### config.mk
export PLATFORM = sky130hd
export DESIGN_NAME = ccd_decoder
export DESIGN_NICKNAME = d
export VERILOG_FILES = /design/src/ccd_pkg.sv /design/src/ccd_decoder.sv
export SDC_FILE = /design/constraint.sdc
export NUM_CORES = 1
export LEC_CHECK = 0
export ABC_AREA = 1
export BUFFER_PORTS_ARGS = -buffer_cell sky130_fd_sc_hd__buf_2
export CAP_MARGIN = 25
export CORE_UTILIZATION = 25
export CTS_BUF_LIST = sky130_fd_sc_hd__clkbuf_16
export DETAILED_ROUTE_END_ITERATION = 12
export HOLD_SLACK_MARGIN = 0.1
export PLACE_DENSITY_LB_ADDON = 0.05
export SETUP_SLACK_MARGIN = 0.5
export SLEW_MARGIN = 15
export SYNTH_ARGS = -nofsm -noshare
export SYNTH_HDL_FRONTEND = slang
export SYNTH_SLANG_ARGS = --single-unit
### constraint.sdc
create_clock -name clk -period 1.9 [get_ports clk]
set_input_delay 0.38 -clock clk [delete_from_list [all_inputs] [get_ports clk]]
set_output_delay 0.38 -clock clk [all_outputs]
set_load 0.1 [all_outputs]
### src/ccd_pkg.sv
// Purpose: constants for the channel command decoder
// Assumes: 32-bit APB, one register per aligned word
// Notes:   offsets are byte addresses
package ccd_pkg;
    // ------------------------------------------------------------
    // register map
    // ------------------------------------------------------------
    localparam logic [7:0] CCD_OFF_CMD_A    = 8'h00;
    localparam logic [7:0] CCD_OFF_CMD_B    = 8'h04;
    localparam logic [7:0] CCD_OFF_MODE_A   = 8'h08;
    localparam logic [7:0] CCD_OFF_MODE_B   = 8'h0C;
    localparam logic [7:0] CCD_OFF_STATUS   = 8'h10;
    // ------------------------------------------------------------
    // command byte fields and codes
    // ------------------------------------------------------------
    localparam logic [1:0] CCD_CTL_KEEP     = 2'h0;
    localparam logic [1:0] CCD_CTL_ENABLE   = 2'h1;
    localparam logic [1:0] CCD_CTL_DISABLE  = 2'h2;
    localparam logic [1:0] CCD_CTL_INVALID  = 2'h3;
    localparam logic [3:0] CCD_CMD_NULL     = 4'h0;
    localparam logic [3:0] CCD_CMD_RST_PTR  = 4'h1;
    localparam logic [3:0] CCD_CMD_RST_RX   = 4'h2;
    localparam logic [3:0] CCD_CMD_RST_TX   = 4'h3;
    localparam logic [3:0] CCD_CMD_CHIP_LO  = 4'hC;
    localparam logic [3:0] CCD_CMD_CHIP_HI  = 4'hD;
    localparam logic [7:0] CCD_MODE_RESET   = 8'h00;
    localparam logic [31:0] CCD_ZERO        = 32'h0000_0000;
    // status bit positions per channel (channel b adds CCD_ST_STRIDE)
    localparam int CCD_ST_TX_EN   = 0;
    localparam int CCD_ST_RX_EN   = 1;
    localparam int CCD_ST_PTR     = 2;
    localparam int CCD_ST_TXD     = 3;
    localparam int CCD_ST_STRIDE  = 4;
    localparam int CCD_ST_CHIP    = 8;
endpackage

### src/ccd_decoder.sv
// Purpose: per-channel command register decoder behind an APB slave
// Assumes: single clock, asynchronous active-high reset
// Notes:   every output is registered; slave answers with zero wait states
// Functional notes
// - low nibble only enables/disables tx and rx
// - codes 1 to B touch only written channel
// - codes C and D act chip-wide
// - code 1 returns mode pointer to first
// - code 2 resets receiver, disables, flushes fifo
// - code 3 resets transmitter as hardware reset
// - transmitter reset forces serial output high
// - control field 00 keep, 01 on, 10 off
// - first mode access moves pointer to second
//
// The APB interface to the registers and the placing of the registers were chosen for this implementation.
module ccd_decoder
    import ccd_pkg::*;
(
    input  wire logic        clk,
    input  wire logic        rst,
    input  wire logic        psel,
    input  wire logic        penable,
    input  wire logic        pwrite,
    input  wire logic [7:0]  paddr,
    input  wire logic [31:0] pwdata,
    output logic [31:0]      prdata,
    output logic             pready,
    output logic             pslverr,
    output logic [1:0]       tx_enable,
    output logic [1:0]       rx_enable,
    output logic [1:0]       rx_fifo_flush,
    output logic [1:0]       serial_transmit_output,
    output logic [1:0]       mode_register_pointer,
    output logic             chip_cmd_pulse,
    output logic [3:0]       chip_cmd_code
);

    typedef enum logic {CCD_IDLE, CCD_ACCESS} ccd_phase_e;

    typedef struct packed {
        ccd_phase_e  phase;
        logic [31:0] rdata;
        logic        ready;
        logic        slverr;
        logic [1:0]  tx_en;
        logic [1:0]  rx_en;
        logic [1:0]  flush;
        logic [1:0]  txd;
        logic [1:0]  ptr;       // 1 = pointing at second mode register
        logic [7:0]  mode1_a;
        logic [7:0]  mode2_a;
        logic [7:0]  mode1_b;
        logic [7:0]  mode2_b;
        logic        chip_pulse;
        logic [3:0]  chip_code;
    } ccd_state_s;

    ccd_state_s state_reg;
    ccd_state_s state_next;

    // ------------------------------------------------------------
    // helpers
    // ------------------------------------------------------------
    // apply a two-bit enable/disable field to a current enable
    function automatic logic ccd_apply_ctl(input logic [1:0] f, input logic cur);
        logic r;
        r = cur;
        case (f)
            CCD_CTL_ENABLE:  r = 1'b1;
            CCD_CTL_DISABLE: r = 1'b0;
            default:         r = cur;  // keep, and the invalid code is ignored
        endcase
        return r;
    endfunction

    function automatic logic ccd_is_cmd(input logic [7:0] a);
        return (a == CCD_OFF_CMD_A) || (a == CCD_OFF_CMD_B);
    endfunction

    // the access edge is honoured only in the cycle after a setup cycle,
    // so a master that skips setup never changes anything
    logic access_go;
    always_comb begin
        case (state_reg.phase)
            CCD_ACCESS: access_go = psel && penable && state_reg.ready;
            default:    access_go = 1'b0;
        endcase
    end

    // ------------------------------------------------------------
    // next state
    // ------------------------------------------------------------
    always_comb begin
        logic [7:0] cmd;
        logic       ch;
        logic       known;
        cmd   = pwdata[7:0];
        ch    = (paddr == CCD_OFF_CMD_B);
        known = 1'b0;
        state_next = state_reg;
        state_next.flush      = 2'b00;
        state_next.chip_pulse = 1'b0;
        // one wait-free answer: ready rises in the access phase, falls after
        state_next.ready  = psel && !penable;
        state_next.slverr = 1'b0;
        state_next.phase  = (psel && !penable) ? CCD_ACCESS : CCD_IDLE;
        if (psel && !penable) begin
            known = ccd_is_cmd(paddr) || paddr == CCD_OFF_MODE_A
                    || paddr == CCD_OFF_MODE_B || paddr == CCD_OFF_STATUS;
            state_next.slverr = !known;
            state_next.rdata  = CCD_ZERO;
            if (!pwrite) begin
                case (paddr)
                    CCD_OFF_MODE_A: state_next.rdata[7:0] =
                        state_reg.ptr[0] ? state_reg.mode2_a : state_reg.mode1_a;
                    CCD_OFF_MODE_B: state_next.rdata[7:0] =
                        state_reg.ptr[1] ? state_reg.mode2_b : state_reg.mode1_b;
                    CCD_OFF_STATUS: begin
                        for (int i = 0; i < 2; i++) begin
                            state_next.rdata[CCD_ST_TX_EN + i*CCD_ST_STRIDE] =
                                state_reg.tx_en[i];
                            state_next.rdata[CCD_ST_RX_EN + i*CCD_ST_STRIDE] =
                                state_reg.rx_en[i];
                            state_next.rdata[CCD_ST_PTR + i*CCD_ST_STRIDE] =
                                state_reg.ptr[i];
                            state_next.rdata[CCD_ST_TXD + i*CCD_ST_STRIDE] =
                                state_reg.txd[i];
                        end
                        state_next.rdata[CCD_ST_CHIP +: 4] = state_reg.chip_code;
                    end
                    default: state_next.rdata = CCD_ZERO;
                endcase
            end
        end
        if (access_go) begin
            // mode register access: pointer moves to second after first
            if (paddr == CCD_OFF_MODE_A) begin
                if (pwrite && !state_reg.ptr[0]) state_next.mode1_a = pwdata[7:0];
                if (pwrite && state_reg.ptr[0]) state_next.mode2_a = pwdata[7:0];
                state_next.ptr[0] = 1'b1;
            end
            if (paddr == CCD_OFF_MODE_B) begin
                if (pwrite && !state_reg.ptr[1]) state_next.mode1_b = pwdata[7:0];
                if (pwrite && state_reg.ptr[1]) state_next.mode2_b = pwdata[7:0];
                state_next.ptr[1] = 1'b1;
            end
            if (pwrite && ccd_is_cmd(paddr)) begin
                // low nibble: only enables of the written channel
                state_next.tx_en[ch] = ccd_apply_ctl(cmd[1:0], state_reg.tx_en[ch]);
                state_next.rx_en[ch] = ccd_apply_ctl(cmd[3:2], state_reg.rx_en[ch]);
                case (cmd[7:4])
                    CCD_CMD_NULL: ;
                    CCD_CMD_RST_PTR: state_next.ptr[ch] = 1'b0;
                    CCD_CMD_RST_RX: begin
                        state_next.rx_en[ch] = 1'b0;
                        state_next.flush[ch] = 1'b1;
                    end
                    CCD_CMD_RST_TX: begin
                        state_next.tx_en[ch] = 1'b0;
                        state_next.txd[ch]   = 1'b1;
                    end
                    CCD_CMD_CHIP_LO, CCD_CMD_CHIP_HI: begin
                        // chip-wide: reported on a shared strobe, not per channel
                        state_next.chip_pulse = 1'b1;
                        state_next.chip_code  = cmd[7:4];
                    end
                    default: ; // other channel codes live in other blocks
                endcase
            end
        end
    end

    // ------------------------------------------------------------
    // state register
    // ------------------------------------------------------------
    always_ff @(posedge clk or posedge rst) begin
        if (rst) begin
            state_reg       <= '0;
            state_reg.phase <= CCD_IDLE;
            state_reg.txd   <= 2'b11; // idle line is high
            state_reg.mode1_a <= CCD_MODE_RESET;
        end else begin
            state_reg <= state_next;
        end
    end

    assign prdata                 = state_reg.rdata;
    assign pready                 = state_reg.ready;
    assign pslverr                = state_reg.slverr;
    assign tx_enable              = state_reg.tx_en;
    assign rx_enable              = state_reg.rx_en;
    assign rx_fifo_flush          = state_reg.flush;
    assign serial_transmit_output = state_reg.txd;
    assign mode_register_pointer  = state_reg.ptr;
    assign chip_cmd_pulse         = state_reg.chip_pulse;
    assign chip_cmd_code          = state_reg.chip_code;
endmodule

==> results.md, run 1 <==
- Post-layout util: 33.1%
- Max reg flops: 33
- Leak: 2.24 nW
- Worst-path maximum fanout: 2
- Mapped Cells: 407
- Core Region: 0.0132 sq mm
- Area Growth Syn to Fin: 29.8%
- N_diodes: 0
- Drt wl/cell: 14.8 microns
- Commonest non-fill, non-tap cells in the layout: 128 x nand2_1, 54 x dfrtp_1, 45 x nand3_1
- HP Class: primary input to asynchronous set/reset pin
- Status: completed
- Switching pwr: 0.904 mW
- Num CTS Buffers: 9
- Post-DP HPWL: 6.63 mm
- CTS tree: yes
- Setup Viol. Count Final: 0
- Setup CP Type: flip-flop to output pin
- Max-Cap Viols: 0
- Clk_skew: 0.00560 ns
- Initial antenna violation count: 0
- Synthesized area: 0.00336 sq mm
- Critical Path End Type: output pin
- RSZ-0062 raised after global routing: true
- Clk slew on worst S/H paths: 0.05 ns
- Final Hold Slack: 0.138 ns
- Pwr Density: 811 mW/mm^2
- Vias in the first global route: 2496
- Synth top area share: 43.9%
- Pin count of the biggest net entering global routing: 62
- Sw frac: 25.6%
- Die area: 0.0139 sq mm
- Clock buffer depth: 2
- # IOs: 94
- First-pass GRT wire length: 14.6 mm
- Vias/cell: 4.18
- 1st-iter DRT viols: 119
- Critical Path Source Type: flip-flop
- Post-synth cell types: 32
- Number of remaining DRC errors: 0
- I/O Buffers: 49
- Cell Int Power: 2.63 mW
- GRT Util Overall: 14.1%
- Min Tclk post-route: 1.44 ns
- Sequential fraction of the synthesis area: 45.4%
- Critical-path top delay cell: dfstp_2
- Worst-Margin Slew: 0.499 ns
- Fraction of layout cells with a size suffix above 1: 31.3%
- Final nets: 508
- Worst path buffer plus inverter count: 1
- Clk root buf: clkbuf_16
- Hold Fails Final Rpt: 0
- Initial Util: 25.5%
- Synthesized flop and latch total: 61
- Max_slew headroom: 66.7%
- Critical Path RT: 1.52 ns
- # hold bufs at CTS: 0
- Commonest non-fill, non-tap cell in the layout: nand2_1
- Reg power frac: 37.0%
- Delay-heaviest family, CP: flip-flops
- Htree depth: 3
- Final ANT Viol Nets: 0
- TritonRoute pass-1 iters: 5
- # rows: 42
- Final Cycle Share: 75.8%
- YS warnings: 0
- Die height: 118 microns
- Setup TNS: 0 ns
- Critical Path AT: 1.06 ns
- CTS sink cnt: 61
- Clock network power share: 52.0%
- Post-Place Setup Slack: 0.208 ns
- Mean Syn Cell Area: 8.27 sq um
- Final Slew Violations: 0
- CP cell instances: buf_12
- Yosys top cell by area: dfrtp_1
- Routed wire length: 9.49 mm
- Via Count: 2683
- Fmax achieved: 694 MHz
- Max IR drop VDD: 0.328 mV
- Setup ws final: 0.459 ns
- Top cells by area, synth: dfrtp_1 44%, nand2_1 15%, buf_4 10%
- Die Wd: 118 microns
- Part of the power in combinational logic: 11.0%
- Total grt overflow: 0
- GPL Wtd Cong: 0.758
- CP peak stage delay: 0.55 ns
- Clk_lat worst skew: 0.33 ns
timing repair:
item	CTS	global route
hold endpoints to repair	0	0
buffers inserted	4	8
cloned	0	2
resized for setup	56	32
pin swaps	0	9
setup endpoints to repair	46	50
final cells by class:
class / count / area [sq um]
clock inverter: 7 / 106
multi-input combinational: 284 / 1470
fill: 1423 / 8820
timing repair buffer: 78 / 696
sequential: 61 / 1540
clock buffer: 9 / 225
inverter: 27 / 111
tap: 176 / 220
metal layers:
metal | global-route usage (%) | share of wire [%] | vias up
met5 | 0 | 0 | -
met4 | 4.33 | 1.1 | 0
met3 | 4.17 | 5.6 | 9
met2 | 20.4 | 44 | 69
met1 | 20.0 | 49 | 1248
li1 | - | - | 1357
synthesized netlist by cell type (all sizes together):
master and count:
nor3 6, nand4 2, o21ai 34, ha 2, o21a 1, nor4 1
buf 55, nor2 21, dfstp 2, nand2 134, clkbuf 1, inv 24
dfrtp 59, o21bai 2, conb 1, nand3 55, or2 4, clkinv 3
final timing paths:
kind,slack (ns),depth (start not counted),startpoint,endpoint
worst max-delay path,0.46,1,serial_transmit_output[0]$_DFFE_PP1P_,serial_transmit_output[0]
worst min-delay path,0.14,3,rst,state_reg[6]$_DFFE_PP0P_
worst max register to register,0.49,5,state_reg[81]$_DFF_PP0_,state_reg[11]$_DFFE_PP0P_
worst min register to register,0.48,2,prdata[9]$_DFFE_PP0P_,prdata[9]$_DFFE_PP0P_
max in group asynchronous,1.45,3,rst,serial_transmit_output[1]$_DFFE_PP1P_
min in group clk,0.36,4,pwrite,prdata[9]$_DFFE_PP0P_
cell families (layout without fill, tap and decap cells):
| kind of cell | after synthesis | in the layout | synth area share (%) |
|---|---|---|---|
| adder cells (fa/ha/maj) | 2 | 2 | 0.744 |
| AO/OA/AOI/OAI | 37 | 37 | 6.51 |
| buffers and inverters | 83 | 121 | 15.7 |
| AND/OR/NAND/NOR | 223 | 225 | 31.5 |
| flip-flops | 61 | 61 | 45.4 |
| other | 1 | 20 | 0.111 |
per-stage QoR:
step	total power [mW]	instances	area (sq um)
after floorplan	1.66	426	3450
after global placement	1.71	612	3620
after detailed placement	1.71	612	3620
after CTS	3.60	632	4160
after global routing	3.68	642	4370
final	3.54	642	4370
power by group through the flow:
stage / clock [mW] / sequential, mW / combinational (mW)
after global routing: 1.95 / 1.31 / 0.416
after CTS: 1.91 / 1.31 / 0.384
after floorplan: 0 / 1.35 / 0.307
after detailed placement: 0 / 1.33 / 0.376
after global placement: 0 / 1.33 / 0.377
final: 1.84 / 1.31 / 0.390
No activity file was read; power rests on OpenSTA's default activity.
==> inputs of run 2 (changes only) <==
--- a/config.mk
+++ b/config.mk
@@ -5,7 +5,7 @@
 export SDC_FILE = /design/constraint.sdc
 export NUM_CORES = 1
 export LEC_CHECK = 0
-export ABC_AREA = 1
+export ABC_AREA = 0
 export BUFFER_PORTS_ARGS = -buffer_cell sky130_fd_sc_hd__buf_2
 export CAP_MARGIN = 25
 export CORE_UTILIZATION = 25
==> constraint.sdc (replaced) <==
create_clock -name clk -period 1.4 [get_ports clk]
set_input_delay 0.28 -clock clk [delete_from_list [all_inputs] [get_ports clk]]
set_output_delay 0.28 -clock clk [all_outputs]
set_load 0.1 [all_outputs]
==> run 2 against run 1 <==
Effect of this change:
- the run now ends with hold timing, setup timing left
- highest routed layer unchanged
- final area up 16%
- synthesized cell count decreased by 34%
- via count is 11% lower
- total power increased by 36%
- die area fell by 6.1%
- sequential power grew 36%
- largest cell class unchanged
==> results.md, run 2 <==
- Final total power: 4.82 mW
- Vias/cell: 4.34
- Post-route insts no fill: 550
- Area Growth Syn to Fin: 60.4%
- EDFF count, synth: 0
- Critical Path Source Type: flip-flop
- Critical-path top delay cell: dfrtp_4
- DR top layer: met4
- Mean Syn Cell Area: 11.7 sq um
- FILL cells: 1196
- Clk root buf: clkbuf_16
- Critical Path End Type: flip-flop
- Critical Path AT: 1.81 ns
- Critical Path RT: 1.62 ns
- CTS tree: yes
- Die area: 0.0131 sq mm
- I/O Buffers: 49
- Top cells by area, synth: dfrtp_1 47%, mux2_2 12%, buf_4 11%
- Clock buffer depth: 2
- Drt wl/cell: 16.9 microns
- Commonest register cell after synthesis: dfrtp_1
- Clk slew on worst S/H paths: 0.06 ns
- First-pass GRT wire length: 14.8 mm
- Area of the multi-input gates: 0.00151 sq mm
- Mapped Cells: 270
- YS warnings: 0
- Failing checks: hold timing, setup timing
- Post-DP HPWL: 6.80 mm
- # rows: 40
- Routed wl met2: 4.31 mm
- CTS sink cnt: 61
- Delay-heaviest family, CP: simple AND/OR/NAND/NOR gates
- Final ANT Viol Nets: 0
- Vias in the first global route: 2508
- Final Slew Violations: 0
- Worst path buffer plus inverter count: 1
- Min Tclk post-route: 1.58 ns
- Met1 WL: 4.61 mm
- Htree depth: 3
- Max-Cap Viols: 0
- Synthesized area: 0.00316 sq mm
- Final Hold Slack: -0.0129 ns
- Placed cell count: 510
- Top cell by count, worst path: and3_4
- Clk_lat worst skew: 0.34 ns
- Fraction of registers with async set or reset after synthesis: 100%
- Core Region: 0.0122 sq mm
- HP Class: primary input to asynchronous set/reset pin
- Worst-path maximum fanout: 8
- Clk_skew: 0.00807 ns
- Initial antenna violation count: 0
- Via Count: 2389
- Max reg flops: 33
- Leak: 2.35 nW
- N_diodes: 0
- Top post-synthesis cells by count: 59 x dfrtp_1, 46 x buf_4, 34 x mux2_2, 18 x o21ai_0, 12 x nor2_1
- CP cell instances: and3_4 > and3_4 > buf_6 > nand4b_4 > mux2_2
- Final Cycle Share: 113%
- Hold Fails Final Rpt: 4
- Fmax achieved: 631 MHz
- Setup Viol. Count Final: 49
- Register area: 0.00155 sq mm
- GRT Util Overall: 15.9%
- Total grt overflow: 0
- Number of remaining DRC errors: 0
- Routed wl met3: 263 microns
- Num CTS Buffers: 9
- Post-synth cell types: 51
- Synthesized flop and latch total: 61
- Initial Util: 25.9%
- Commonest non-fill, non-tap cells in the layout: 56 x buf_4, 52 x dfrtp_1, 33 x buf_12
- Routed wire length: 9.32 mm
- Yosys top cell by area: dfrtp_1
- Setup ws final: -0.184 ns
- Status: finished, violations left
- Die Wd: 114 microns
- Max IR drop VDD: 0.392 mV
- TritonRoute pass-1 iters: 4
- 1st-iter DRT viols: 91
- Synth top area share: 46.8%
- Pin count of the biggest net entering global routing: 62
- Setup CP Type: flip-flop to flip-flop
- Fraction of layout cells with a size suffix above 1: 59.7%
- RSZ-0062 raised after global routing: true
- Die height: 114 microns
- Commonest non-fill, non-tap cell in the layout: buf_4
- GPL Wtd Cong: 0.701
- Most frequent cell after synthesis: dfrtp_1
- # IOs: 94
- Pwr Density: 951 mW/mm^2
- CP peak stage delay: 0.48 ns
- Final nets: 424
- Sequential fraction of the synthesis area: 48.5%
==> run 2: tightest hold or removal path, delay by kind of cell <==
kind	cells	cell delay [ns]
buffers and inverters	3	0.44
==> run 2: power breakdown <==
| part | internal (mW) | leakage (nW) | total [mW] | switching [mW] |
|---|---|---|---|---|
| sequential | 1.77 | 0.831 | 1.78 | 0.00484 |
| clock | 1.55 | 0.149 | 2.39 | 0.844 |
| combinational | 0.186 | 1.37 | 0.648 | 0.462 |
| total | 3.51 | 2.35 | 4.82 | 1.31 |
==> run 2: final cells by class <==
class / instances / area share (%)
tap: 168 / 4.15
sequential: 61 / 30.5
inverter: 7 / 0.593
clock buffer: 9 / 4.45
multi-input combinational: 168 / 29.8
timing repair buffer: 130 / 28.6
clock inverter: 7 / 1.80
==> run 2: final timing paths <==
kind                                            from                   endpoint  slack (ns)  depth (start not counted)
max                          state_reg[81]$_DFF_PP0_  state_reg[30]$_DFFE_PP0P_       -0.18                          5
max reg2reg                  state_reg[81]$_DFF_PP0_  state_reg[30]$_DFFE_PP0P_       -0.18                          5
min reg2reg                state_reg[22]$_DFFE_PP0P_  state_reg[22]$_DFFE_PP0P_        0.50                          1
min in group clk                           pwdata[0]   state_reg[5]$_DFFE_PP0P_        0.29                          2
max in group asynchronous                        rst   chip_cmd_pulse$_DFF_PP0_        1.03                          3
min                                              rst    state_reg[81]$_DFF_PP0_       -0.01                          3
==> run 2: routing by layer <==
| layer | vias to the layer above | GRT usage [%] |
|---|---|---|
| met1 | 1192 | 21.8 |
| met5 | - | 0 |
| met2 | 48 | 23.8 |
| met3 | 9 | 3.76 |
| met4 | 0 | 6.49 |
| li1 | 1140 | - |
==> run 2: per-stage QoR <==
| step | TNS [ns] | worst slack [ns] | instance area [sq um] | util, % | hold WS [ns] |
|---|---|---|---|---|---|
| after global routing | -8.39 | -0.248 | 5060 | 41.6 | 0.0583 |
| after detailed placement | -21.14 | -0.508 | 4160 | 34.2 | 0.407 |
| after CTS | -5.71 | -0.192 | 5000 | 41.1 | 0.0398 |
| after global placement | -20.46 | -0.477 | 4160 | 34.2 | 0.406 |
| final | -6.43 | -0.184 | 5060 | 41.6 | -0.0129 |
| after floorplan | -11.24 | -0.301 | 3380 | - | 0.392 |
==> run 2: logic make-up (layout without fill, tap and decap cells) <==
logic type,after synthesis,after routing,share of synthesized area [%]
adders and majority gates,2,2,0.793
AOI/OAI and AO/OA,47,47,9.95
other,1,20,0.119
muxes,40,40,14.0
DFF,61,61,48.5
and+or+nand+nor,59,59,14.0
buffers and inverters,60,153,12.6
==> run 2: repair_timing <==
action,in CTS,in global routing
resized for setup,95,15
buffers inserted,23,1
hold endpoints to repair,59,59
cloned,0,0
pin swaps,18,6
setup endpoints to repair,89,89
